[config.mk]
export PLATFORM = sky130hd
export DESIGN_NAME = lsr_top
export DESIGN_NICKNAME = d
export VERILOG_FILES = /design/src/core/lsr_pkg.sv /design/src/core/lsr_ready_pin.sv /design/src/core/lsr_top.sv
export SDC_FILE = /design/constraint.sdc
export NUM_CORES = 1
export LEC_CHECK = 0
export ABC_AREA = 1
export BUFFER_PORTS_ARGS = -buffer_cell sky130_fd_sc_hd__buf_2
export CAP_MARGIN = 20
export CORE_MARGIN = 4
export CORE_UTILIZATION = 52
export CTS_CLUSTER_DIAMETER = 200
export DETAILED_ROUTE_END_ITERATION = 7
export PLACE_DENSITY = 0.83
export SETUP_SLACK_MARGIN = 0.3
export SYNTH_ARGS = -nofsm -noshare
export SYNTH_HDL_FRONTEND = slang
export SYNTH_SLANG_ARGS = --single-unit
export TNS_END_PERCENT = 50
[constraint.sdc]
create_clock -name clk_in -period 3.2 [get_ports clk_in]
set_input_delay 0.32 -clock clk_in [delete_from_list [all_inputs] [get_ports clk_in]]
set_output_delay 0.32 -clock clk_in [all_outputs]
set_load 0.03 [all_outputs]
[src/core/lsr_pkg.sv]
// constants and types for the live status register block
package lsr_pkg;
  localparam logic [7:0] LSR_ADDR = 8'h2F;
  localparam logic [15:0] LSR_RESET = 16'h0000;
  localparam int LSR_RDY_BIT = 14;
  localparam int LSR_BUSY_BIT = 13;
  localparam int LSR_SRC_LO = 10;
  localparam int LSR_R1V8_BIT = 9;
  localparam int LSR_DVCC_BIT = 8;
  localparam int LSR_AVDD_BIT = 7;
  localparam int LSR_R5V_BIT = 6;
  localparam int LSR_CP_BIT = 5;
  localparam int LSR_TEMP_BIT = 4;
  localparam int CLK_MHZ = 25;
  localparam int RDY_PULSE_US = 24;
  localparam int RDY_PULSE_CYC = RDY_PULSE_US * CLK_MHZ;
  localparam logic [9:0] RDY_PULSE_CNT = 10'(RDY_PULSE_CYC);
  typedef enum logic [1:0] {
    LSR_PIN_IDLE = 2'b00,
    LSR_PIN_HOLD = 2'b01,
    LSR_PIN_WAIT = 2'b10
  } lsr_pin_t;
endpackage : lsr_pkg

[src/core/lsr_ready_pin.sv]
// ready pin driver for single and continuous conversion modes
`timescale 1ns/10ps
module lsr_ready_pin import lsr_pkg::*; (
  input wire logic clk_in,
  input wire logic arst_n_in,
  input wire logic continuous_in,
  input wire logic done_in,
  input wire logic flag_in,
  output logic ready_n_out
);
  lsr_pin_t st_q, st_d;
  logic [9:0] cnt_q, cnt_d;
  logic rdy_n_q, rdy_n_d;

  always_comb begin
    st_d = st_q;
    cnt_d = cnt_q;
    rdy_n_d = rdy_n_q;
    case (st_q)
      LSR_PIN_IDLE: begin
        if (done_in) begin
          rdy_n_d = 1'b0;
          cnt_d = RDY_PULSE_CNT - 10'h001;
          st_d = continuous_in ? LSR_PIN_HOLD : LSR_PIN_WAIT;
        end else begin
          rdy_n_d = 1'b1;
        end
      end
      LSR_PIN_HOLD: begin
        // fixed low time, flag ignored
        if (cnt_q == 10'h000) begin
          rdy_n_d = 1'b1;
          st_d = LSR_PIN_IDLE;
        end else begin
          cnt_d = cnt_q - 10'h001;
        end
      end
      LSR_PIN_WAIT: begin
        // follows flag, releases once cleared
        if (!flag_in && !done_in) begin
          rdy_n_d = 1'b1;
          st_d = LSR_PIN_IDLE;
        end
      end
      default: begin
        st_d = LSR_PIN_IDLE;
        rdy_n_d = 1'b1;
      end
    endcase
  end

  always_ff @(posedge clk_in or negedge arst_n_in) begin
    if (!arst_n_in) begin
      st_q <= LSR_PIN_IDLE;
      cnt_q <= 10'h000;
      rdy_n_q <= 1'b1;
    end else begin
      st_q <= st_d;
      cnt_q <= cnt_d;
      rdy_n_q <= rdy_n_d;
    end
  end

  assign ready_n_out = rdy_n_q;

  logic [9:0] low_cnt_q;
  always_ff @(posedge clk_in or negedge arst_n_in) begin
    if (!arst_n_in) begin
      low_cnt_q <= 10'h000;
    end else if (!rdy_n_q && st_q == LSR_PIN_HOLD) begin
      low_cnt_q <= low_cnt_q + 10'h001;
    end else begin
      low_cnt_q <= 10'h000;
    end
  end

  pulse_len_a: assert property (@(posedge clk_in) disable iff (!arst_n_in)
    low_cnt_q <= RDY_PULSE_CNT) else $error("ready low too long");
  pin_follow_a: assert property (@(posedge clk_in) disable iff (!arst_n_in)
    (st_q == LSR_PIN_WAIT && flag_in) |=> !rdy_n_q) else $error("pin left flag");
endmodule : lsr_ready_pin

[src/core/lsr_top.sv]
// live status register with data-ready flag and ready pin
`timescale 1ns/10ps
module lsr_top import lsr_pkg::*; (
  input wire logic clk_in,
  input wire logic arst_n_in,
  input wire logic wr_en_in,
  input wire logic rd_en_in,
  input wire logic [7:0] addr_in,
  input wire logic [15:0] wdata_in,
  output logic [15:0] rdata_out,
  input wire logic continuous_in,
  input wire logic conv_done_in,
  input wire logic adc_busy_in,
  input wire logic [2:0] converting_source_field_in,
  input wire logic reg_1v8_fault_in,
  input wire logic digital_supply_fault_in,
  input wire logic analog_supply_fault_in,
  input wire logic reg_5v_fault_in,
  input wire logic charge_pump_fault_in,
  input wire logic overheat_fault_in,
  input wire logic [3:0] channel_io_fault_in,
  output logic data_ready_out,
  output logic adc_ready_n_out
);
  logic flag_q, flag_d;
  logic [15:0] live_q, live_d;
  logic [15:0] rdata_q, rdata_d;
  logic clr;

  assign clr = wr_en_in && addr_in == LSR_ADDR && wdata_in[LSR_RDY_BIT];

  always_comb begin
    // set wins over a same-cycle clear
    flag_d = conv_done_in ? 1'b1 : (clr ? 1'b0 : flag_q);
    live_d = LSR_RESET; // bit 15 stays zero, writes only clear the flag in bit 14
    live_d[LSR_RDY_BIT] = flag_d;
    live_d[LSR_BUSY_BIT] = adc_busy_in;
    live_d[LSR_SRC_LO +: 3] = converting_source_field_in;
    live_d[LSR_R1V8_BIT] = reg_1v8_fault_in;
    live_d[LSR_DVCC_BIT] = digital_supply_fault_in;
    live_d[LSR_AVDD_BIT] = analog_supply_fault_in;
    live_d[LSR_R5V_BIT] = reg_5v_fault_in;
    live_d[LSR_CP_BIT] = charge_pump_fault_in;
    live_d[LSR_TEMP_BIT] = overheat_fault_in;
    live_d[3:0] = channel_io_fault_in;
    rdata_d = (rd_en_in && addr_in == LSR_ADDR) ? live_q : 16'h0000;
  end

  always_ff @(posedge clk_in or negedge arst_n_in) begin
    if (!arst_n_in) begin
      flag_q <= 1'b0;
      live_q <= LSR_RESET;
      rdata_q <= 16'h0000;
    end else begin
      flag_q <= flag_d;
      live_q <= live_d;
      rdata_q <= rdata_d;
    end
  end

  assign rdata_out = rdata_q;
  assign data_ready_out = flag_q;

  lsr_ready_pin u_pin (
    .clk_in(clk_in),
    .arst_n_in(arst_n_in),
    .continuous_in(continuous_in),
    .done_in(conv_done_in),
    .flag_in(flag_q),
    .ready_n_out(adc_ready_n_out)
  );

  flag_set_a: assert property (@(posedge clk_in) disable iff (!arst_n_in)
    conv_done_in |=> flag_q) else $error("flag not set");
  flag_hold_a: assert property (@(posedge clk_in) disable iff (!arst_n_in)
    (flag_q && !clr) |=> flag_q) else $error("flag dropped");
  top_zero_a: assert property (@(posedge clk_in) disable iff (!arst_n_in)
    !live_q[15] && !rdata_q[15]) else $error("bit 15 set");
  busy_live_a: assert property (@(posedge clk_in) disable iff (!arst_n_in)
    live_q[LSR_BUSY_BIT] == $past(adc_busy_in)) else $error("busy lag");
  src_live_a: assert property (@(posedge clk_in) disable iff (!arst_n_in)
    live_q[12:10] == $past(converting_source_field_in)) else $error("source lag");
  supply_live_a: assert property (@(posedge clk_in) disable iff (!arst_n_in)
    live_q[9:6] == {$past(reg_1v8_fault_in), $past(digital_supply_fault_in),
    $past(analog_supply_fault_in), $past(reg_5v_fault_in)}) else $error("supply lag");
  misc_live_a: assert property (@(posedge clk_in) disable iff (!arst_n_in)
    live_q[5:0] == {$past(charge_pump_fault_in), $past(overheat_fault_in),
    $past(channel_io_fault_in)}) else $error("fault lag");
  read_data_a: assert property (@(posedge clk_in) disable iff (!arst_n_in)
    (rd_en_in && addr_in == LSR_ADDR) |=> rdata_q == $past(live_q)) else $error("bad read");
endmodule : lsr_top

==> results of run 1 <==
==> where the power goes <==
| part | internal, mW | switching (mW) |
|---|---|---|
| Sequential | 0.616 | 0.0509 |
| Combinational | 0.145 | 0.281 |
| Clock | 0.0816 | 0.164 |
==> layout make-up <==
cell class,count,area [sq um],area share (%)
Sequential cell,43,1077,52.34
Multi-Input combinational cell,108,525.5,25.53
Timing Repair Buffer,45,225.2,10.94
Inverter,33,123.9,6.018
Tap cell,44,55.05,2.675
Clock buffer,5,37.54,1.824
Clock inverter,2,13.76,0.6687
==> final timing paths <==
check	slack, ns	depth (start not counted)	to	from
setup / recovery	1.64	9	u_pin.cnt_q[3]	u_pin.cnt_q[0]
hold / removal	0.06	1	live_q[4]	overheat_fault_in
setup reg to reg	1.64	9	u_pin.cnt_q[3]	u_pin.cnt_q[0]
hold reg to reg	0.47	2	rdata_out[9]	live_q[9]
max in group asynchronous	2.56	1	live_q[14]	arst_n_in
min in group asynchronous	0.08	1	live_q[12]	arst_n_in
==> worst max-delay path, cell delays in order (launching register included) <==
cell	delay (ns)
dfrtp_1	0.40
inv_1	0.10
ha_1	0.20
nand2_2	0.08
nor2_1	0.14
nand3_2	0.12
nand2_4	0.12
nand2_4	0.13
nand2_1	0.11
nand2_1	0.05
==> sequential cells by signal (all words and copies together), names as in the netlist <==
| register | count |
|---|---|
| u_pin.st_q | 2 |
| u_pin.ready_n_out | 1 |
| rdata_out | 15 |
| live_q | 15 |
| u_pin.cnt_q | 10 |
==> per-layer routing <==
metal / vias up / track usage [%]
li1: 661 / -
met1: 565 / 17.02
met2: 37 / 28.16
met3: 7 / 6.122
met4: 0 / 6.853
met5: - / 0
==> cell families (layout without fill, tap and decap cells) <==
kind of cell               after synthesis  after routing
adders and majority gates                1              1
and+or+nand+nor                         96             96
AOI/OAI and AO/OA                        9              9
DFF                                     43             43
other                                    1              1
xor gates and xnor gates                 1              1
buffers and inverters                   36             85
==> stage by stage <==
| stage | power (mW) | setup slack, ns | instance area (sq um) | util [%] | cells |
|---|---|---|---|---|---|
| final | 1.339 | 1.640 | 2058 | 65.80 | 280 |
| after global routing | 1.442 | 1.492 | 2058 | 65.80 | 280 |
| after CTS | 1.350 | 1.637 | 2058 | 65.80 | 280 |
| after detailed placement | 1.104 | 1.647 | 2007 | 64.16 | 273 |
| after global placement | 1.082 | 1.691 | 2007 | 64.16 | 273 |
| after floorplan | 1.020 | 1.775 | 1750 | - | 187 |
==> layout by cell type (no fill, tap or decap), types with 2 or more instances in the layout <==
master | Yosys | layout
clkbuf_4 | 0 | 5
inv_2 | 6 | 6
dfrtp_1 | 42 | 42
nand4_1 | 2 | 2
nand2_4 | 2 | 2
nand2_1 | 33 | 33
o21ai_2 | 4 | 4
buf_2 | 1 | 45
o21ai_0 | 2 | 2
nor2_1 | 33 | 33
nand3_1 | 16 | 16
inv_1 | 27 | 27
nand2_2 | 3 | 3
nor2_2 | 2 | 2
o21ai_1 | 2 | 2
==> cell usage after synthesis <==
master and n:
a21boi_1 1, and3b_1 1, buf_2 1, buf_4 1, buf_6 1, conb_1 1, dfrtp_1 42, dfstp_2 1
ha_1 1, inv_1 27, inv_2 6, nand2_1 33, nand2_2 3, nand2_4 2, nand3_1 16, nand3_2 1
nand3b_1 1, nand4_1 2, nor2_1 33, nor2_2 2, nor2_4 1, o21ai_0 2, o21ai_1 2, o21ai_2 4
or2_2 1, xor2_1 1
==> qor.csv, run 1 <==
metric,value,unit
dp_hpwl,2.310,mm
wl_met2,1.565,mm
cts_buffer_depth,2,
post_cts_buffers,0,
wl_met1,1.190,mm
fillers,261,
fin_crit_sh,48.76,%
grt_first_pass_wirelength,5.126,mm
syn_area_per_cell,9.361,sq um
power_density,650.7,nW/um^2
slew_headroom,40.16,%
whs,0.06089,ns
critical_path_required,3.45,ns
top_layer_used,met4,
vias,1270,
ys_seq_area_share,61.54,%
port_buffers,45,
num_antenna_cells,0,
grt_start_max_net_pins,44,
cts_htree_levels,2,
fin_nets,281,
final-hold-violation-count,0,
ctsResizeCount,0,
die_h,66.02,microns
cp-start-kind,register,
drc,0,
syn_area,1750,sq um
synth_simple_gate_area_share,25.02,%
gr-total-overflow,0,
yosysWarnings,0,
synth_top_area_cell,dfrtp_1,
setup_viol,0,
syn_nets,232,
grt_use_total,16.02,%
post_synth_fa_ha_maj_area_fraction,0.7148,%
cts_tree,built,
peakVddDrop,0.0003871,V
final-max-slew-violation-count,0,
clk_latency,0.35,ns
endpoint_kind,register,
io_pins,62,
cts_hold_buffers,0,
core,3128,sq um
ant_nets,0,
via_per_inst,4.536,
clk_pin_slew_worst_paths,0.12,ns
die_area,4359,sq um
setup_tns,0,ns
antenna_found_initial,0,
layout-drive-gt1-share,30.93,%
numClockSinks,43,
fin_crit,1.560,ns
syn-instance-count,187,
drt-initial-drc-count,44,
finalWirelength,3.053,mm
muxShareOfSynthArea,0,%
fmax,0.6409,GHz
critPathMaxFanout,13,
critPathKind,reg -> reg,
synthTopCellsByArea,"dfrtp_1 (60%), nand2_1 (7.1%), nor2_1 (7.1%)",
root_buffer,clkbuf_4,
arrival,1.81,ns
syn_to_final_growth,17.58,%
finClkSkew,0.01012,ns
hold_path_class,in -> reg,
worstMarginPinSlew,0.8975,ns
cts_buffers,5,
grt_pass1_vias,1236,
synth_compound_area_share,3.574,%
synth_top_family_by_area,simple AND/OR/NAND/NOR gates,
synthXorXnorAreaFrac,0.5004,%
synth_top_area_share,60.04,%
synth-seq-cells,43,
route.met3.wl,231,microns
ys_types,26,
status,finished clean,
drtPass1Iterations,4,
die_w,66.02,microns
initial_core_util,55.96,%
rows,20,
rsz0062_at_grt,no,
maxCapViolCount,0,
place_congestion,0.7860,
p_leak,1.174,nW
drt-wirelength-per-cell,10.90,microns
Note: power is estimated with default switching activity, not from simulation.
==> run 2: changes to the inputs <==
- ABC_AREA: 1 -> 0
- CORE_UTILIZATION: 52 -> 43
- PLACE_DENSITY: 0.83 -> 0.74
- clock period: 3.2 -> 1.3 ns (I/O delays scaled with it)
==> qor.csv, run 2 <==
metric,value,unit
critPathKind,reg -> reg,
ys_types,37,
fin_crit,1.679,ns
final-max-slew-violation-count,0,
layout-drive-gt1-share,42.59,%
hold_end,u_pin.st_q[0],
path_cells,or4_4 > nor3b_4 > buf_4 > nor2_2 > a21o_1,
die_w,69.27,microns
fin_crit_sh,129.1,%
critical_path_required,1.48,ns
ant_nets,0,
crit_family,simple AND/OR/NAND/NOR gates,
min_path_cells,2,
status,"finished, violations left",
synthXorXnorAreaFrac,0.5426,%
worst_slack,-0.3785,ns
dp_hpwl,2.854,mm
clk_latency,0.29,ns
synth_ff_type,dfrtp_1,
cts_tree,built,
syn_nets,173,
cts_buffers,5,
clk_pin_slew_worst_paths,0.07,ns
yosysMostFrequentCell,dfrtp_1,
final_cell_mix,"buf_2 (44), dfrtp_1 (42), buf_4 (25)",
num_antenna_cells,0,
cts_htree_levels,2,
antenna_found_initial,0,
max_stage_delay,0.56,ns
syn_area,1614,sq um
place_congestion,0.9524,
synthTopCellsByArea,"dfrtp_1 (65%), and3_1 (6.2%), nor3_1 (2.2%)",
worstHoldStart,continuous_in,
power_density,1375,nW/um^2
finalWirelength,3.952,mm
violations,setup timing,
arrival,1.86,ns
setup_viol,12,
synth_top_area_share,65.12,%
initial_core_util,46.54,%
finClkSkew,0.009475,ns
peakVddDrop,0.001090,V
final-hold-violation-count,0,
final_common_cell,buf_2,
syn_area_per_cell,12.61,sq um
synth_top_family_by_area,simple AND/OR/NAND/NOR gates,
critPathSlowestCell,or4_4,
fmax,0.5958,GHz
post_synth_fa_ha_maj_area_fraction,0.7752,%
ys_seq_area_share,66.74,%
startpoint,u_pin.cnt_q[3],
vias,1352,
muxShareOfSynthArea,1.860,%
maxCapViolCount,0,
grt_first_pass_wirelength,6.837,mm
synth-seq-cells,43,
core,3468,sq um
numClockSinks,43,
rr_startpoint,u_pin.cnt_q[3],
grt_pass1_vias,1453,
gr-total-overflow,0,
synth-async-reset-ratio,100.0,%
synth-edff-count,0,
grt_use_total,17.81,%
drt-initial-drc-count,74,
timing.critical_path.buf_inv,1,
drt-wirelength-per-cell,15.08,microns
drtPass1Iterations,4,
reg2reg_to,u_pin.st_q[0],
post-place-ws,-0.4450,ns
cp-start-kind,register,
port_buffers,45,
rsz0062_at_grt,yes,
reg2reg_depth,5,
hold_path_class,in -> reg,
grt_start_max_net_pins,20,
die_area,4798,sq um
rows,21,
drc,0,
synth_compound_area_share,7.364,%
cts_buffer_depth,2,
total_power,3.347,mW
fin_nets,260,
reg2reg_slack,-0.38,ns
p_leak,1.260,nW
syn_to_final_growth,50.77,%
yosysWarnings,0,
endpoint_kind,register,
syn-instance-count,128,
synth_common_cells,"dfrtp_1 (42), and3_1 (16), nor3_1 (7)",
synth_simple_gate_area_share,20.00,%
io_pins,62,
critPathMaxFanout,4,
die_h,69.27,microns
root_buffer,clkbuf_8,
synth_top_area_cell,dfrtp_1,
via_per_inst,5.160,
## run 2: cell types whose count changed after synthesis, sizes merged, moves of 5 or more
| cell | change |
|---|---|
| nand2 | -35 |
| nor2 | -30 |
| inv | -29 |
| and3 | +16 |
| nand3 | -16 |
| nor3 | +7 |
| nand2b | +5 |
| o21ai | -5 |
## run 2: layout make-up
cell class	instances	area (sq um)
sequential	43	1077
timing repair buffer	85	569.3
tap	46	57.56
clock inverter	2	38.79
inverter	4	15.01
clock buffer	6	82.58
fill	258	1035
multi-input combinational	76	593.1
## run 2: layer usage
| metal | share of wire (%) | global-route usage, % | vias to the layer above |
|---|---|---|---|
| met5 | 0 | 0 | - |
| met3 | 6.0 | 4.203 | 8 |
| met1 | 37 | 19.89 | 665 |
| met4 | 1.6 | 8.026 | 0 |
| li1 | - | - | 626 |
| met2 | 55 | 31.89 | 53 |
## run 2: power by group
group / switching (mW) / leakage (nW) / internal (mW)
clock: 0.446 / 0.0618 / 0.631
combinational: 0.385 / 0.670 / 0.366
sequential: 0.0662 / 0.528 / 1.45
total: 0.897 / 1.26 / 2.45
## run 2: worst max path at each step
stage | end | depth (start not counted) | slack (ns)
5_1_grt | u_pin.st_q[0] | 5 | -0.47
4_1_cts | u_pin.st_q[0] | 5 | -0.38
3_5_place_dp | u_pin.cnt_q[9] | 5 | -0.45
6_report | u_pin.st_q[0] | 5 | -0.38
3_3_place_gp | u_pin.st_q[0] | 5 | -0.38
2_1_floorplan | u_pin.cnt_q[1] | 5 | -0.42
## run 2: cells by family (layout without fill, tap and decap cells)
| kind of cell | Yosys count | in the layout |
|---|---|---|
| multiplexers | 3 | 3 |
| adder cells (fa/ha/maj) | 1 | 1 |
| XOR/XNOR | 1 | 1 |
| other | 1 | 1 |
| AND/OR/NAND/NOR | 53 | 53 |
| AO/OA/AOI/OAI | 17 | 17 |
| buffers and inverters | 9 | 97 |
| flip-flops | 43 | 43 |
## run 2: repair_timing
item,CTS,global route
setup endpoints to repair,14,14
pin swaps,2,2
setup buffers,0,1
hold endpoints to repair,30,0
hold buffers,15,0
resized for setup,6,5
## run 2: through the flow
stage / setup TNS (ns) / hold WS [ns] / utilization, % / instances / area, sq um
global route: -4.861 / 0.07349 / 70.17 / 262 / 2434
detailed placement: -4.299 / 0.06329 / 60.75 / 238 / 2107
finish: -3.786 / 0.06135 / 70.17 / 262 / 2434
floorplan: -3.938 / -0.1656 / - / 128 / 1670
global placement: -4.024 / 0.05581 / 60.75 / 238 / 2107
CTS: -3.918 / 0.05989 / 69.23 / 261 / 2401
